$ cat config.mk
export PLATFORM = sky130hd
export DESIGN_NAME = intc_prio_coder
export DESIGN_NICKNAME = d
export VERILOG_FILES = /design/src/rtl/line_filter.v /design/src/rtl/prio_select.v /design/src/rtl/intc_prio_coder.v
export VERILOG_INCLUDE_DIRS = /design/src /design/src/rtl
export SDC_FILE = /design/constraint.sdc
export NUM_CORES = 1
export LEC_CHECK = 0
export BUFFER_PORTS_ARGS = -buffer_cell sky130_fd_sc_hd__buf_4
export CAP_MARGIN = 0
export CORE_MARGIN = 4
export CORE_UTILIZATION = 50
export CTS_CLUSTER_SIZE = 8
export DETAILED_ROUTE_END_ITERATION = 7
export GPL_ROUTABILITY_DRIVEN = 0
export HOLD_SLACK_MARGIN = 0.03
export PLACE_DENSITY = 0.7
export SLEW_MARGIN = 0
export SYNTH_ARGS = -nofsm -noshare
export SYNTH_HDL_FRONTEND = slang
export SYNTH_SLANG_ARGS = --single-unit
$ cat constraint.sdc
create_clock -name pclk -period 14.2 [get_ports pclk]
set_input_delay 2.13 -clock pclk [delete_from_list [all_inputs] [get_ports pclk]]
set_output_delay 2.13 -clock pclk [all_outputs]
set_load 0.01 [all_outputs]
$ cat src/rtl/intc_map.vh
// register map, field positions, reset values and event codes of the priority coder
`ifndef INTC_MAP_VH
`define INTC_MAP_VH
// ----------------------------------------
// register offsets
// ----------------------------------------
`define OFF_CTRL 8'h00
`define OFF_PRIO_A 8'h04
`define OFF_PRIO_B 8'h08
`define OFF_PRIO_C 8'h0C
`define OFF_PRIO_D 8'h10
`define OFF_PRIO_EXT 8'h14
`define OFF_EVENT_CODE 8'h18
`define OFF_IRQ_STATUS 8'h1C
`define OFF_IRQ_MASK 8'h20
// ----------------------------------------
// fields and reset values
// ----------------------------------------
`define CTRL_MODE_BIT 7
`define CTRL_NMI_RISE_BIT 8
`define CTRL_NMI_LEVEL_BIT 15
`define CTRL_WMASK 16'h0180
`define PRIO_ABC_RESET 16'h0000
`define PRIO_D_RESET 16'hDA74
`define PRIO_EXT_RESET 32'h00000000
`define PRIO_C_DBG_LSB 0
`define PRIO_C_DMA_LSB 8
`define PRIO_C_GPIO_LSB 12
`define IRQ_BITS 3
`define IRQ_ACCEPT 0
`define IRQ_NMI 1
`define IRQ_LINES 2
// ----------------------------------------
// levels and event codes
// ----------------------------------------
`define NMI_LEVEL 5'h10
`define NMI_CODE 12'h1C0
`define ENC_BASE_CODE 12'h200
`define ENC_STEP_CODE 12'h020
`define ENC_TOP_LEVEL 5'h0F
`define ENC_NONE 4'hF
`define LINE_BASE_CODE 12'h240
`define LINE_STEP_CODE 12'h060
`define DBG_CODE 12'h600
`define GPIO_CODE 12'h620
`define DMA_LOW_CODE 12'h640
`define DMA_HIGH_CODE 12'h780
`define DMA_STEP_CODE 12'h020
`define DMA_ERR_CODE 12'h6C0
`endif

$ cat src/rtl/line_filter.v
// two-flop synchroniser with a three-sample stability filter for pin inputs
`timescale 1ns/100ps
`default_nettype none
module line_filter #(
    parameter W = 5,
    parameter [W-1:0] INIT = {W{1'b1}}
) (
    input wire pclk,
    input wire presetn,
    input wire [W-1:0] pin_in,
    output reg [W-1:0] stable_ff
);
    reg [W-1:0] s1_ff;
    reg [W-1:0] s2_ff;
    reg [W-1:0] s3_ff;
    reg [W-1:0] s4_ff;
    wire agree;

    // s2, s3 and s4 are three successive bus-clock samples
    assign agree = (s2_ff == s3_ff) && (s3_ff == s4_ff);

    always @(posedge pclk or negedge presetn) begin
        if (!presetn) begin
            s1_ff <= INIT;
            s2_ff <= INIT;
            s3_ff <= INIT;
            s4_ff <= INIT;
            stable_ff <= INIT;
        end else begin
            s1_ff <= pin_in;
            s2_ff <= s1_ff;
            s3_ff <= s2_ff;
            s4_ff <= s3_ff;
            if (agree) begin
                stable_ff <= s3_ff;
            end
        end
    end
endmodule
`default_nettype wire

$ cat src/rtl/prio_select.v
// picks the highest-level request; lower index wins a tie
`timescale 1ns/100ps
`default_nettype none
module prio_select #(
    parameter N = 17,
    parameter LW = 5,
    parameter CW = 12,
    parameter IW = 5
) (
    input wire pclk,
    input wire presetn,
    input wire [N-1:0] req,
    input wire [N*LW-1:0] lvl,
    input wire [N*CW-1:0] code,
    output reg sel_valid_ff,
    output reg [LW-1:0] sel_level_ff,
    output reg [CW-1:0] sel_code_ff,
    output reg [IW-1:0] sel_idx_ff
);
    wire [N:0] hit;
    wire [(N+1)*LW-1:0] best_lvl;
    wire [(N+1)*CW-1:0] best_code;
    wire [(N+1)*IW-1:0] best_idx;

    assign hit[N] = 1'b0;
    assign best_lvl[N*LW +: LW] = {LW{1'b0}};
    assign best_code[N*CW +: CW] = {CW{1'b0}};
    assign best_idx[N*IW +: IW] = {IW{1'b0}};

    // chain runs from the lowest-ranked source up, so >= hands ties to the higher rank
    genvar g;
    generate
        for (g = 0; g < N; g = g + 1) begin : chain
            localparam integer GI = g;
            wire take;
            // a level of zero never competes
            assign take = req[g] && (lvl[g*LW +: LW] != {LW{1'b0}}) &&
                (!hit[g+1] || (lvl[g*LW +: LW] >= best_lvl[(g+1)*LW +: LW]));
            assign hit[g] = take | hit[g+1];
            assign best_lvl[g*LW +: LW] = take ? lvl[g*LW +: LW] : best_lvl[(g+1)*LW +: LW];
            assign best_code[g*CW +: CW] = take ? code[g*CW +: CW] : best_code[(g+1)*CW +: CW];
            assign best_idx[g*IW +: IW] = take ? GI[IW-1:0] : best_idx[(g+1)*IW +: IW];
        end
    endgenerate

    always @(posedge pclk or negedge presetn) begin
        if (!presetn) begin
            sel_valid_ff <= 1'b0;
            sel_level_ff <= {LW{1'b0}};
            sel_code_ff <= {CW{1'b0}};
            sel_idx_ff <= {IW{1'b0}};
        end else begin
            sel_valid_ff <= hit[0];
            sel_level_ff <= best_lvl[0 +: LW];
            sel_code_ff <= best_code[0 +: CW];
            sel_idx_ff <= best_idx[0 +: IW];
        end
    end
endmodule
`default_nettype wire

$ cat src/rtl/intc_prio_coder.v
// interrupt priority resolution and event-code generation with an apb register file
//
// Added by the designer: the register addresses and the APB interface to the registers.
`timescale 1ns/100ps
`default_nettype none
`include "intc_map.vh"
// Operation
// - every source presents its own event code to the core.
// - all sources share one handler, which reads the event code register to find the source.
// - each peripheral group has a 4-bit level from 0 to 15 in the priority registers.
// - reset clears the debug, gpio and dma priority levels to 0.
// - equal levels pending together are resolved by the fixed default order.
// - default order is nmi, external lines, debug, gpio, then dma sources.
// - nmi is code 1C0 at level 16; encoded value n gives code 200+n*20 at level 15-n.
// - independent lines report 240, 2A0, 300, 360 with levels reset to 13, 10, 7, 4.
// - debug uses code 600 and gpio 620, each with its own level field.
// - dma sources share one field, ordered end 0-3, end 4-7, then address error.
// - a source at level 0 is masked.
// - an external line value counts after three equal samples; 1111 means no request.
// - the mode bit turns the four lines into four separate requests.
module intc_prio_coder (
    input wire pclk,
    input wire presetn,
    input wire psel,
    input wire penable,
    input wire pwrite,
    input wire [7:0] paddr,
    input wire [31:0] pwdata,
    output reg [31:0] prdata,
    output reg pready,
    output reg pslverr,
    input wire nmi_pin,
    input wire [3:0] ext_level_lines_n,
    input wire debug_interface_source,
    input wire gpio_source,
    input wire [7:0] dma_channel_end,
    input wire dma_address_error,
    input wire core_accept,
    output reg evt_valid,
    output reg [11:0] evt_code,
    output reg [4:0] evt_level,
    output reg irq
);
    localparam N = 17;
    localparam IDX_NMI = 5'h00;

    reg [15:0] ctrl_ff;
    reg [15:0] prio_a_ff;
    reg [15:0] prio_b_ff;
    reg [15:0] prio_c_ff;
    reg [15:0] prio_d_ff;
    reg [31:0] prio_ext_ff;
    reg [11:0] event_code_register_ff;
    reg [`IRQ_BITS-1:0] irq_status_ff;
    reg [`IRQ_BITS-1:0] irq_mask_ff;
    reg [`IRQ_BITS-1:0] nxt_irq_status;
    reg nmi_prev_ff;
    reg nmi_pend_ff;
    reg [3:0] lines_prev_ff;
    reg guard_ff;
    reg [4:0] evt_idx_ff;
    reg [31:0] nxt_rdata;
    reg nxt_evt_valid;
    reg [11:0] nxt_evt_code;
    reg [4:0] nxt_evt_level;
    reg [4:0] nxt_evt_idx;
    reg [11:0] nxt_event_code_register;
    reg nxt_nmi_pend;
    reg nxt_err;

    wire [4:0] pins_stable;
    wire [3:0] lines;
    wire nmi_lvl;
    wire mode_indep;
    wire nmi_edge;
    wire wr_en;
    wire accept;
    wire load;
    wire [N-1:0] req;
    wire [N*5-1:0] lvl;
    wire [N*12-1:0] code;
    wire sel_valid;
    wire [4:0] sel_level;
    wire [11:0] sel_code;
    wire [4:0] sel_idx;

    // ----------------------------------------
    // pin conditioning
    // ----------------------------------------
    line_filter #(.W(5), .INIT(5'h0F)) u_filter (
        .pclk(pclk),
        .presetn(presetn),
        .pin_in({nmi_pin, ext_level_lines_n}),
        .stable_ff(pins_stable)
    );

    assign lines = pins_stable[3:0];
    assign nmi_lvl = pins_stable[4];
    assign mode_indep = ctrl_ff[`CTRL_MODE_BIT];
    assign nmi_edge = ctrl_ff[`CTRL_NMI_RISE_BIT] ? (nmi_lvl & ~nmi_prev_ff) : (~nmi_lvl & nmi_prev_ff);

    // ----------------------------------------
    // candidate table, in default order
    // ----------------------------------------
    assign req[0] = nmi_pend_ff;
    assign lvl[0 +: 5] = `NMI_LEVEL;
    assign code[0 +: 12] = `NMI_CODE;
    // encoded value 1111 is idle
    assign req[1] = !mode_indep && (lines != `ENC_NONE);
    assign lvl[5 +: 5] = `ENC_TOP_LEVEL - {1'b0, lines};
    assign code[12 +: 12] = `ENC_BASE_CODE + {3'h0, lines, 5'h00};

    genvar g;
    generate
        for (g = 0; g < 4; g = g + 1) begin : indep
            localparam integer CI = `LINE_BASE_CODE + g * `LINE_STEP_CODE;
            localparam [11:0] C = CI[11:0];
            assign req[2+g] = mode_indep && !lines[g];
            assign lvl[(2+g)*5 +: 5] = {1'b0, prio_d_ff[15-4*g -: 4]};
            assign code[(2+g)*12 +: 12] = C;
        end
        for (g = 0; g < 8; g = g + 1) begin : dma
            localparam integer CI = (g < 4) ? (`DMA_LOW_CODE + g * `DMA_STEP_CODE)
                : (`DMA_HIGH_CODE + (g - 4) * `DMA_STEP_CODE);
            localparam [11:0] C = CI[11:0];
            assign req[8+g] = dma_channel_end[g];
            assign lvl[(8+g)*5 +: 5] = {1'b0, prio_c_ff[`PRIO_C_DMA_LSB +: 4]};
            assign code[(8+g)*12 +: 12] = C;
        end
    endgenerate

    assign req[6] = debug_interface_source;
    assign lvl[30 +: 5] = {1'b0, prio_c_ff[`PRIO_C_DBG_LSB +: 4]};
    assign code[72 +: 12] = `DBG_CODE;
    assign req[7] = gpio_source;
    assign lvl[35 +: 5] = {1'b0, prio_c_ff[`PRIO_C_GPIO_LSB +: 4]};
    assign code[84 +: 12] = `GPIO_CODE;
    assign req[16] = dma_address_error;
    assign lvl[80 +: 5] = {1'b0, prio_c_ff[`PRIO_C_DMA_LSB +: 4]};
    assign code[192 +: 12] = `DMA_ERR_CODE;

    prio_select #(.N(N), .LW(5), .CW(12), .IW(5)) u_select (
        .pclk(pclk),
        .presetn(presetn),
        .req(req),
        .lvl(lvl),
        .code(code),
        .sel_valid_ff(sel_valid),
        .sel_level_ff(sel_level),
        .sel_code_ff(sel_code),
        .sel_idx_ff(sel_idx)
    );

    // ----------------------------------------
    // presentation to the core
    // ----------------------------------------
    assign accept = evt_valid && core_accept;
    // guard skips one cycle so a stale registered choice is not re-presented
    assign load = !evt_valid && !guard_ff && sel_valid;

    always @* begin
        nxt_evt_valid = evt_valid;
        nxt_evt_code = evt_code;
        nxt_evt_level = evt_level;
        nxt_evt_idx = evt_idx_ff;
        nxt_event_code_register = event_code_register_ff;
        nxt_nmi_pend = nmi_pend_ff;
        if (load) begin
            nxt_evt_valid = 1'b1;
            nxt_evt_code = sel_code;
            nxt_evt_level = sel_level;
            nxt_evt_idx = sel_idx;
        end else if (accept) begin
            nxt_evt_valid = 1'b0;
            nxt_event_code_register = evt_code;
        end
        // a fresh edge outranks the clear of the one just taken
        if (nmi_edge) begin
            nxt_nmi_pend = 1'b1;
        end else if (accept && evt_idx_ff == IDX_NMI) begin
            nxt_nmi_pend = 1'b0;
        end
    end

    always @(posedge pclk or negedge presetn) begin
        if (!presetn) begin
            evt_valid <= 1'b0;
            evt_code <= 12'h000;
            evt_level <= 5'h00;
            evt_idx_ff <= 5'h00;
            guard_ff <= 1'b0;
            event_code_register_ff <= 12'h000;
            nmi_prev_ff <= 1'b0;
            nmi_pend_ff <= 1'b0;
            lines_prev_ff <= 4'hF;
        end else begin
            guard_ff <= accept;
            nmi_prev_ff <= nmi_lvl;
            lines_prev_ff <= lines;
            evt_valid <= nxt_evt_valid;
            evt_code <= nxt_evt_code;
            evt_level <= nxt_evt_level;
            evt_idx_ff <= nxt_evt_idx;
            event_code_register_ff <= nxt_event_code_register;
            nmi_pend_ff <= nxt_nmi_pend;
        end
    end

    // ----------------------------------------
    // apb slave
    // ----------------------------------------
    // one wait-free access phase; pready rises in the cycle after setup
    assign wr_en = psel && penable && pready && pwrite;

    always @* begin
        nxt_err = 1'b0;
        nxt_rdata = 32'h00000000;
        case (paddr)
            `OFF_CTRL: begin
                nxt_rdata = {16'h0000, ctrl_ff};
                nxt_rdata[`CTRL_NMI_LEVEL_BIT] = nmi_lvl;
            end
            `OFF_PRIO_A: nxt_rdata = {16'h0000, prio_a_ff};
            `OFF_PRIO_B: nxt_rdata = {16'h0000, prio_b_ff};
            `OFF_PRIO_C: nxt_rdata = {16'h0000, prio_c_ff};
            `OFF_PRIO_D: nxt_rdata = {16'h0000, prio_d_ff};
            `OFF_PRIO_EXT: nxt_rdata = prio_ext_ff;
            `OFF_EVENT_CODE: nxt_rdata = {20'h00000, event_code_register_ff};
            `OFF_IRQ_STATUS: nxt_rdata = {29'h00000000, irq_status_ff};
            `OFF_IRQ_MASK: nxt_rdata = {29'h00000000, irq_mask_ff};
            default: nxt_err = 1'b1;
        endcase
    end

    always @(posedge pclk or negedge presetn) begin
        if (!presetn) begin
            pready <= 1'b0;
            prdata <= 32'h00000000;
            pslverr <= 1'b0;
        end else begin
            pready <= psel && !penable;
            pslverr <= psel && !penable && nxt_err;
            if (psel && !penable && !pwrite) begin
                prdata <= nxt_rdata;
            end
        end
    end

    // ----------------------------------------
    // register file
    // ----------------------------------------
    // writes take effect at once; ctrl has no bit that holds off arbitration around them
    always @(posedge pclk or negedge presetn) begin
        if (!presetn) begin
            ctrl_ff <= 16'h0000;
            prio_a_ff <= `PRIO_ABC_RESET;
            prio_b_ff <= `PRIO_ABC_RESET;
            prio_c_ff <= `PRIO_ABC_RESET;
            prio_d_ff <= `PRIO_D_RESET;
            prio_ext_ff <= `PRIO_EXT_RESET;
            irq_mask_ff <= {`IRQ_BITS{1'b0}};
        end else if (wr_en) begin
            case (paddr)
                `OFF_CTRL: ctrl_ff <= pwdata[15:0] & `CTRL_WMASK;
                `OFF_PRIO_A: prio_a_ff <= pwdata[15:0];
                `OFF_PRIO_B: prio_b_ff <= pwdata[15:0];
                `OFF_PRIO_C: prio_c_ff <= pwdata[15:0];
                `OFF_PRIO_D: prio_d_ff <= pwdata[15:0];
                `OFF_PRIO_EXT: prio_ext_ff <= pwdata;
                `OFF_IRQ_MASK: irq_mask_ff <= pwdata[`IRQ_BITS-1:0];
                default: ctrl_ff <= ctrl_ff;
            endcase
        end
    end

    // ----------------------------------------
    // interrupt status, write one to clear
    // ----------------------------------------
    always @* begin
        nxt_irq_status = irq_status_ff;
        if (wr_en && paddr == `OFF_IRQ_STATUS) begin
            nxt_irq_status = irq_status_ff & ~pwdata[`IRQ_BITS-1:0];
        end
        // a new event beats a clear in the same cycle
        if (accept) begin
            nxt_irq_status[`IRQ_ACCEPT] = 1'b1;
        end
        if (nmi_edge) begin
            nxt_irq_status[`IRQ_NMI] = 1'b1;
        end
        if (lines != lines_prev_ff) begin
            nxt_irq_status[`IRQ_LINES] = 1'b1;
        end
    end

    always @(posedge pclk or negedge presetn) begin
        if (!presetn) begin
            irq_status_ff <= {`IRQ_BITS{1'b0}};
            irq <= 1'b0;
        end else begin
            irq_status_ff <= nxt_irq_status;
            irq <= |(nxt_irq_status & irq_mask_ff);
        end
    end
endmodule
`default_nettype wire

==> results of run 1 <==
## layer usage
layer | part of all wire, % | global-route usage, %
met5 | 0 | 0
met2 | 47 | 35.6
met1 | 44 | 28.7
met3 | 5.6 | 4.32
met4 | 3.4 | 6.98
## critical path, delay by kind of cell
family | cells | cell delay, ps
buffers and inverters | 5 | 430
AOI/OAI and AO/OA | 24 | 4970
adders and majority gates | 9 | 2470
and+or+nand+nor | 22 | 3530
muxes | 2 | 560
## cell usage in the layout (no fill, tap or decap), types with 8 or more instances in the layout
master and count:
a21o_1 18, a21oi_1 19, a221oi_1 10, a222oi_1 13
a22o_1 10, a22oi_1 11, a31oi_1 22, buf_4 137
clkbuf_1 23, clkbuf_16 31, dfrtp_1 178, dfstp_2 33
ha_1 45, inv_1 28, mux2_2 130, nand2_1 83
nand2b_1 19, nand3_1 24, nor2_1 51, nor3_1 8
o21ai_0 19
## power groups by stage
stage               clock network [uW]  registers (uW)  logic (uW)
finish                             648             683         166
global route                       690             689         184
CTS                                663             684         168
detailed placement                   0             692         167
global placement                     0             693         165
floorplan                            0             686        81.3
## registers in the layout, summed over array words and instances, names as in the netlist, 6 cells and up
name                    flops
event_code_register_ff      6
prio_b_ff                  16
prdata                     32
evt_code                    6
prio_ext_ff                32
prio_d_ff                  16
u_select.sel_code_ff        6
prio_c_ff                  16
prio_a_ff                  16
## layout make-up
| type | count | area (um^2) | share of cell area (%) |
|---|---|---|---|
| multi-input cells | 619 | 4860 | 38.8 |
| clock inverters | 1 | 7.51 | 0.0599 |
| inverters | 29 | 109 | 0.868 |
| well taps | 270 | 338 | 2.69 |
| flip-flops and latches | 211 | 5320 | 42.4 |
| repair buffers | 138 | 1040 | 8.31 |
| clock buffers | 54 | 862 | 6.87 |
## metrics by stage
step | setup slack (ps) | utilization [%] | TNS (ps) | hold WS [ps] | power [uW]
2_1_floorplan | 82.4 | - | 0 | 331 | 767
3_3_place_gp | 35.0 | 56.8 | 0 | 336 | 857
3_5_place_dp | -305 | 56.8 | -2640 | 343 | 859
4_1_cts | 202 | 61.1 | 0 | 354 | 1510
5_1_grt | -68.2 | 61.8 | -147 | 357 | 1560
6_report | 569 | 61.8 | 0 | 350 | 1500
## timing repair
item,CTS,global route
gates resized for setup,0,22
hold buffers,0,0
setup buffers,0,8
endpoints found under the setup margin,0,14
## final timing paths
check / start / to / slack (ps) / depth (start not counted)
setup / recovery: dma_channel_end[7] / u_select.sel_idx_ff[2] / 570 / 62
max in group asynchronous: presetn / prdata[10] / 10850 / 2
min in group asynchronous: presetn / prio_a_ff[0] / 1710 / 1
hold reg to reg: u_filter.s1_ff[4] / u_filter.s2_ff[4] / 350 / 0
hold / removal: u_filter.s1_ff[4] / u_filter.s2_ff[4] / 350 / 0
setup reg to reg: prio_c_ff[9] / u_select.sel_idx_ff[2] / 2680 / 58
## logic make-up after synthesis
group	after synthesis	share of synthesized area, %
compound gates	188	14.3
xor+xnor	4	0.338
fa+ha+maj	47	5.63
buf+inv	67	2.71
flops	211	51.4
mux	135	14.7
other cells	1	0.0362
simple gates	239	11.0
==> impl_metrics.json, run 1 <==
{
  "ir_worst_vdd_mv": 0.101,
  "ys_warn_count": 0,
  "htreeDepth": 1,
  "p_switching_uw": 362,
  "power_density_nw_per_um2": 119,
  "grt_overflow": 0,
  "area_growth_pct": 21.2,
  "ant_nets": 0,
  "cts_tree": "built",
  "p_int_uw": 1140,
  "io_pins": 115,
  "drt_iter0_drc": 504,
  "clk_pin_slew_ps": 50,
  "period_needed_ps": 13630,
  "finalClockSkew_ps": 22.3,
  "wl_mm": 25.4,
  "grt_pass1_vias": 7735,
  "synth_area_leaders": "dfrtp_1 43%, mux2_2 14%, dfstp_2 8.4%, ha_1 5.4%, nand2_1 3.1%",
  "slew_violations": 0,
  "async_flop_share_pct": 100,
  "yosysMostFrequentCell": "dfrtp_1",
  "grt_pass1_wl_mm": 41.3,
  "synth_flop_cell": "dfrtp_1",
  "insertion_delay_ps": 530,
  "cts_root_buf": "clkbuf_16",
  "worst_ep_required_time_ps": 14640,
  "layout.cells.non_filler": 1322,
  "synth_top_area_share_pct": 43.0,
  "ys_ff_latch": 211,
  "status": "completed",
  "die-height_um": 152,
  "die_area_um2": 23100,
  "cts_buffers": 30,
  "clock_power_share_pct": 43.3,
  "cpMaxStageDelayCell": "or4_4",
  "synthDistinctLibCells": 71,
  "crit_top_cell": "a21o_1",
  "antenna_found_initial": 0,
  "maxCapViolCount": 0,
  "timing.final.crit_share_pct": 96.0,
  "vias": 7705,
  "wire_per_inst_um": 19.2,
  "syn_avg_cell_area_um2": 11.6,
  "critPathMaxFanout": 8,
  "nets": 1136,
  "grt_max_degree": 131,
  "critPathMaxStageDelay_ps": 520,
  "dpl-instance-area_um2": 11500,
  "syn_area_um2": 10400,
  "fmax_mhz": 73.4,
  "firstDrtPassIters": 8,
  "drc_errors": 0,
  "leakagePower_uw": 0.00594,
  "p_comb_share_pct": 11.1,
  "hold_class": "flip-flop to flip-flop",
  "vias_per_cell": 5.83,
  "core_area_um2": 20300,
  "tightest_slew_ps": 1110,
  "place_hpwl_mm": 17.7,
  "cp-start-kind": "primary input",
  "slew-limit-headroom_pct": 26.0,
  "final_layout_size_suffix_gt1_share_pct": 35.6,
  "fp.dieW_um": 152,
  "synth_commonest_cells": "178 x dfrtp_1, 130 x mux2_2, 86 x nand2_1",
  "rows": 52,
  "io_buffers": 108,
  "arrival_ps": 14080,
  "finalSetupViolCount": 0,
  "synth-seq-area-share_pct": 51.4,
  "synth_edf_count": 0,
  "cts_buffer_depth": 3,
  "diodes": 0,
  "critPathCaptureType": "flip-flop",
  "synth_cells": 892,
  "switching_share_pct": 24.2,
  "yosys.area.top_type": "dfrtp_1",
  "crit_type": "primary input to flip-flop",
  "seqPwrFrac_pct": 45.6,
  "gr-usage-all-layers_pct": 21.5,
  "start_util_pct": 51.0,
  "clock-sinks": 211,
  "fillers": 1672,
  "dp.cells": 1259,
  "hold_viol": 0,
  "fin_area_um2": 12500
}
Note: power is estimated with default switching activity, not from simulation.
==> run 2, diff against run 1 <==
--- a/config.mk
+++ b/config.mk
@@ -10,6 +10,7 @@
 export CAP_MARGIN = 0
 export CORE_MARGIN = 4
 export CORE_UTILIZATION = 50
+export CTS_BUF_LIST = sky130_fd_sc_hd__clkbuf_16
 export CTS_CLUSTER_SIZE = 8
 export DETAILED_ROUTE_END_ITERATION = 7
 export GPL_ROUTABILITY_DRIVEN = 0
==> constraint.sdc (replaced) <==
create_clock -name pclk -period 14.2 [get_ports pclk]
set_input_delay 2.84 -clock pclk [delete_from_list [all_inputs] [get_ports pclk]]
set_output_delay 2.84 -clock pclk [all_outputs]
set_load 0.01 [all_outputs]
==> impl_metrics.json, run 2 (synthesis gave the netlist of run 1 again) <==
{
  "status": "completed",
  "place_hpwl_mm": 18.0,
  "diodes": 0,
  "start_util_pct": 51.0,
  "cts_buffer_depth": 3,
  "finalSetupViolCount": 0,
  "grt_pass1_vias": 7765,
  "leakagePower_uw": 0.00623,
  "tns_ps": 0,
  "hold_viol": 0,
  "cts_buffers": 30,
  "dp.cells": 1274,
  "cts_root_buf": "clkbuf_16",
  "crit_type": "primary input to flip-flop",
  "grt_pass1_wl_mm": 41.8,
  "io_buffers": 108,
  "wire_per_inst_um": 19.2,
  "ant_nets": 0,
  "arrival_ps": 14230,
  "rows": 52,
  "core_area_um2": 20300,
  "wl_mm": 25.8,
  "maxCapViolCount": 0,
  "htreeDepth": 1,
  "clk_pin_slew_ps": 50,
  "final_layout_size_suffix_gt1_share_pct": 38.3,
  "power_density_nw_per_um2": 116,
  "gr-usage-all-layers_pct": 21.8,
  "critPathCaptureType": "flip-flop",
  "crit_top_cell": "a21o_1",
  "mostFrequentLayoutCells": "178 x dfrtp_1, 156 x buf_4, 129 x mux2_2",
  "fillers": 1588,
  "drc_errors": 0,
  "cts_tree": "built",
  "nets": 1158,
  "layout.cells.non_filler": 1342,
  "layout_commonest_cell": "dfrtp_1",
  "timing.final.crit_share_pct": 96.9,
  "die_area_um2": 23100,
  "antenna_found_initial": 2,
  "finalClockSkew_ps": 14.3,
  "period_needed_ps": 13770,
  "clock-sinks": 211,
  "slew_violations": 0,
  "fp.dieW_um": 152,
  "rsz0062_at_grt": "true",
  "vias_per_cell": 5.77,
  "drt_iter0_drc": 551,
  "tightest_slew_ps": 1150,
  "grt_max_degree": 78,
  "critPathMaxStageDelay_ps": 530,
  "cp-start-kind": "primary input",
  "io_pins": 115,
  "hold_class": "flip-flop to flip-flop",
  "vias": 7741,
  "insertion_delay_ps": 530,
  "reg_top3": "prdata (32), prio_ext_ff (32)",
  "area_growth_pct": 24.1,
  "grt_overflow": 0,
  "final_util_pct": 63.3,
  "fmax_mhz": 72.6,
  "cpMaxStageDelayCell": "or4_4",
  "die-height_um": 152,
  "slew-limit-headroom_pct": 22.5,
  "worst_ep_required_time_ps": 14660,
  "ir_worst_vdd_mv": 0.116,
  "critPathMaxFanout": 5,
  "firstDrtPassIters": 5
}
[run 2: cell count changes in the layout (fill, tap and decap cells not counted), sizes merged]
| cell | change |
|---|---|
| inv | +21 |
| clkbuf | -23 |
| buf | +22 |
[run 2: critical path, delay by kind of cell]
family,cells,cell delay [ps]
compound gates,25,4780
mux,3,800
fa+ha+maj,9,2310
buf+inv,7,670
simple gates,17,2800
[run 2: routing by layer]
| layer | global-route usage (%) | vias up | part of all wire (%) | routed length (um) |
|---|---|---|---|---|
| met3 | 3.92 | 54 | 5.3 | 1370 |
| met4 | 6.25 | 2 | 3.0 | 779 |
| li1 | - | 3613 | - | - |
| met2 | 35.9 | 225 | 48 | 12400 |
| met5 | 0 | - | 0.050 | 13 |
| met1 | 29.9 | 3847 | 43 | 11200 |
[run 2: timing repair]
| item | in CTS | in global routing |
|---|---|---|
| setup buffers | 0 | 15 |
| resized for setup | 0 | 28 |
| endpoints found under the setup margin | 0 | 14 |
| hold buffers | 0 | 0 |
[run 2: power breakdown]
group / internal, uW / total [uW] / leakage (uW) / switching, uW
registers: 651 / 685 / 0.00270 / 33.7
clock network: 385 / 632 / 0.000494 / 246
logic: 84.9 / 171 / 0.00304 / 86.4
[run 2: through the flow]
stage	setup WS [ps]	total power (uW)	hold slack [ps]	area [um^2]
2_1_floorplan	45.2	768	331	10500
3_3_place_gp	21.6	861	335	11700
3_5_place_dp	-260	862	348	11700
4_1_cts	231	1500	356	12600
5_1_grt	-112	1560	361	12800
6_report	435	1490	354	12800
[run 2: cell type report]
cell class	instances	area (um^2)	share of cell area (%)
clock inverter	22	86.3	0.672
sequential	211	5320	41.4
timing repair buffer	160	1220	9.49
inverter	29	109	0.847
clock buffer	31	776	6.04
multi-input combinational	619	5000	38.9
tap	270	338	2.63
[run 2: final timing paths]
| check | start | to | slack, ps | depth (start not counted) |
|---|---|---|---|---|
| worst max-delay path | dma_address_error | u_select.sel_idx_ff[2] | 430 | 61 |
| worst min-delay path | u_filter.s1_ff[4] | u_filter.s2_ff[4] | 350 | 0 |
| worst max register to register | prio_c_ff[11] | u_select.sel_idx_ff[2] | 3310 | 56 |
| worst min register to register | u_filter.s1_ff[4] | u_filter.s2_ff[4] | 350 | 0 |
| max in group asynchronous | presetn | u_filter.s4_ff[4] | 9740 | 3 |
| min in group asynchronous | presetn | prio_a_ff[2] | 2270 | 1 |
==> run 3, diff against run 2 <==
--- a/config.mk
+++ b/config.mk
@@ -9,13 +9,13 @@
 export BUFFER_PORTS_ARGS = -buffer_cell sky130_fd_sc_hd__buf_4
 export CAP_MARGIN = 0
 export CORE_MARGIN = 4
-export CORE_UTILIZATION = 50
+export CORE_UTILIZATION = 59
 export CTS_BUF_LIST = sky130_fd_sc_hd__clkbuf_16
 export CTS_CLUSTER_SIZE = 8
 export DETAILED_ROUTE_END_ITERATION = 7
 export GPL_ROUTABILITY_DRIVEN = 0
 export HOLD_SLACK_MARGIN = 0.03
-export PLACE_DENSITY = 0.7
+export PLACE_DENSITY = 0.89
 export SLEW_MARGIN = 0
 export SYNTH_ARGS = -nofsm -noshare
 export SYNTH_HDL_FRONTEND = slang
==> impl_metrics.json, run 3 (synthesis gave the netlist of run 1 again) <==
{
  "status": "finished, violations left",
  "violations": "negative setup slack",
  "critPathCaptureType": "flip-flop",
  "mostFrequentLayoutCells": "178 x dfrtp_1, 145 x buf_4, 129 x mux2_2",
  "final_util_pct": 74.6,
  "grt_overflow": 0,
  "die-height_um": 140,
  "fp.dieW_um": 140,
  "cp-start-kind": "primary input",
  "fmax_mhz": 68.1,
  "timing.final.crit_share_pct": 103,
  "htreeDepth": 1,
  "final_layout_size_suffix_gt1_share_pct": 39.8,
  "place_hpwl_mm": 18.3,
  "insertion_delay_ps": 540,
  "finalClockSkew_ps": 11.8,
  "clock-sinks": 211,
  "hold_class": "flip-flop to flip-flop",
  "wire_per_inst_um": 23.6,
  "firstDrtPassIters": 7,
  "cpMaxStageDelayCell": "or4_4",
  "diodes": 0,
  "clk_pin_slew_ps": 50,
  "layout_commonest_cell": "dfrtp_1",
  "drt_iter0_drc": 1283,
  "slew-limit-headroom_pct": 23.1,
  "gr-usage-all-layers_pct": 27.5,
  "rows": 48,
  "cts_tree": "built",
  "ir_worst_vdd_mv": 0.105,
  "die_area_um2": 19700,
  "vias": 8586,
  "cts_root_buf": "clkbuf_16",
  "whs_ps": 351,
  "vias_per_cell": 6.64,
  "crit_type": "primary input to flip-flop",
  "area_growth_pct": 24.2,
  "antenna_found_initial": 0,
  "hold_buffers": 0,
  "arrival_ps": 15090,
  "rsz0062_at_grt": "true",
  "io_buffers": 108,
  "worst_ep_required_time_ps": 14610,
  "drc_errors": 0,
  "reg_top3": "prdata (32), prio_ext_ff (32)",
  "maxCapViolCount": 0,
  "total_power_uw": 1520,
  "fin_ws_ps": -480,
  "finalSetupViolCount": 14,
  "fillers": 975,
  "nets": 1152,
  "io_pins": 115,
  "core_area_um2": 17200,
  "grt_max_degree": 126,
  "tns_ps": -5220,
  "crit_top_cell": "a21o_1",
  "seqCellArea_um2": 5320,
  "start_util_pct": 60.1,
  "cts_buffers": 30,
  "grt_pass1_vias": 8354,
  "wl_mm": 30.6,
  "power_density_nw_per_um2": 119,
  "cts_buffer_depth": 3,
  "slew_violations": 0,
  "critPathMaxStageDelay_ps": 540,
  "tightest_slew_ps": 1150,
  "grt_pass1_wl_mm": 44.0,
  "leakagePower_uw": 0.00617,
  "critPathMaxFanout": 7,
  "period_needed_ps": 14680,
  "hold_viol": 0,
  "multi_input_area_um2": 5080,
  "ant_nets": 0
}
-- run 3: changes by cell type in the layout (fill, tap and decap cells not counted), moves of 3 or more --
cell     previous run  this run
a31oi_1            22        19
nand2_2             1         5
buf_4             156       145
buf_6               3         8
nand2_1            84        80
mux2i_2             1         4
-- run 3: report_power, final --
part           total [uW]  internal [uW]  leakage (uW)  switching (uW)
Clock                 645            386      0.000505             258
Combinational         187           87.8       0.00297            98.8
Sequential            692            651       0.00270            41.2
-- run 3: worst paths after layout --
check | slack, ps | end | start | depth (start not counted)
min in group asynchronous | 2400 | evt_level[4] | presetn | 1
worst max-delay path | -480 | u_select.sel_code_ff[10] | dma_address_error | 63
worst min-delay path | 350 | u_filter.s2_ff[2] | u_filter.s1_ff[2] | 0
worst max register to register | 2120 | u_select.sel_code_ff[10] | prio_c_ff[9] | 59
worst min register to register | 350 | u_filter.s2_ff[2] | u_filter.s1_ff[2] | 0
max in group asynchronous | 10170 | u_filter.s4_ff[4] | presetn | 2
-- run 3: area by class of cell --
cell class,instances,area share (%)
sequential,211,41.4
multi-input combinational,619,39.5
timing repair buffer,154,9.28
clock buffer,31,6.04
tap,225,2.19
inverter,29,0.847
clock inverter,24,0.730
-- run 3: worst max-delay path: cells and delay by family --
family / cells / cell delay, ps
simple gates: 19 / 3390
mux: 2 / 610
compound gates: 24 / 4840
buf+inv: 9 / 1060
fa+ha+maj: 9 / 2350
-- run 3: per-layer routing --
layer  GRT usage (%)  vias up  part of all wire [%]
met2            47.1      582                    49
li1                -     3598                     -
met4            11.2        0                   6.5
met1            34.9     4201                    36
met5               0        -                     0
met3            4.34      205                   8.7
-- run 3: timing repair --
action	CTS	global route
setup endpoints to repair	1	14
gates resized for setup	1	56
pin swaps	0	26
setup buffers	0	16
hold endpoints to repair	0	0
-- run 3: stage by stage --
step / worst slack [ps] / cell area, um^2 / instances
6_report: -480 / 12900 / 1293
5_1_grt: -690 / 12900 / 1293
3_5_place_dp: -493 / 11600 / 1223
4_1_cts: 5.88 / 12500 / 1278
3_3_place_gp: -4.21 / 11600 / 1223
2_1_floorplan: 45.2 / 10500 / 897
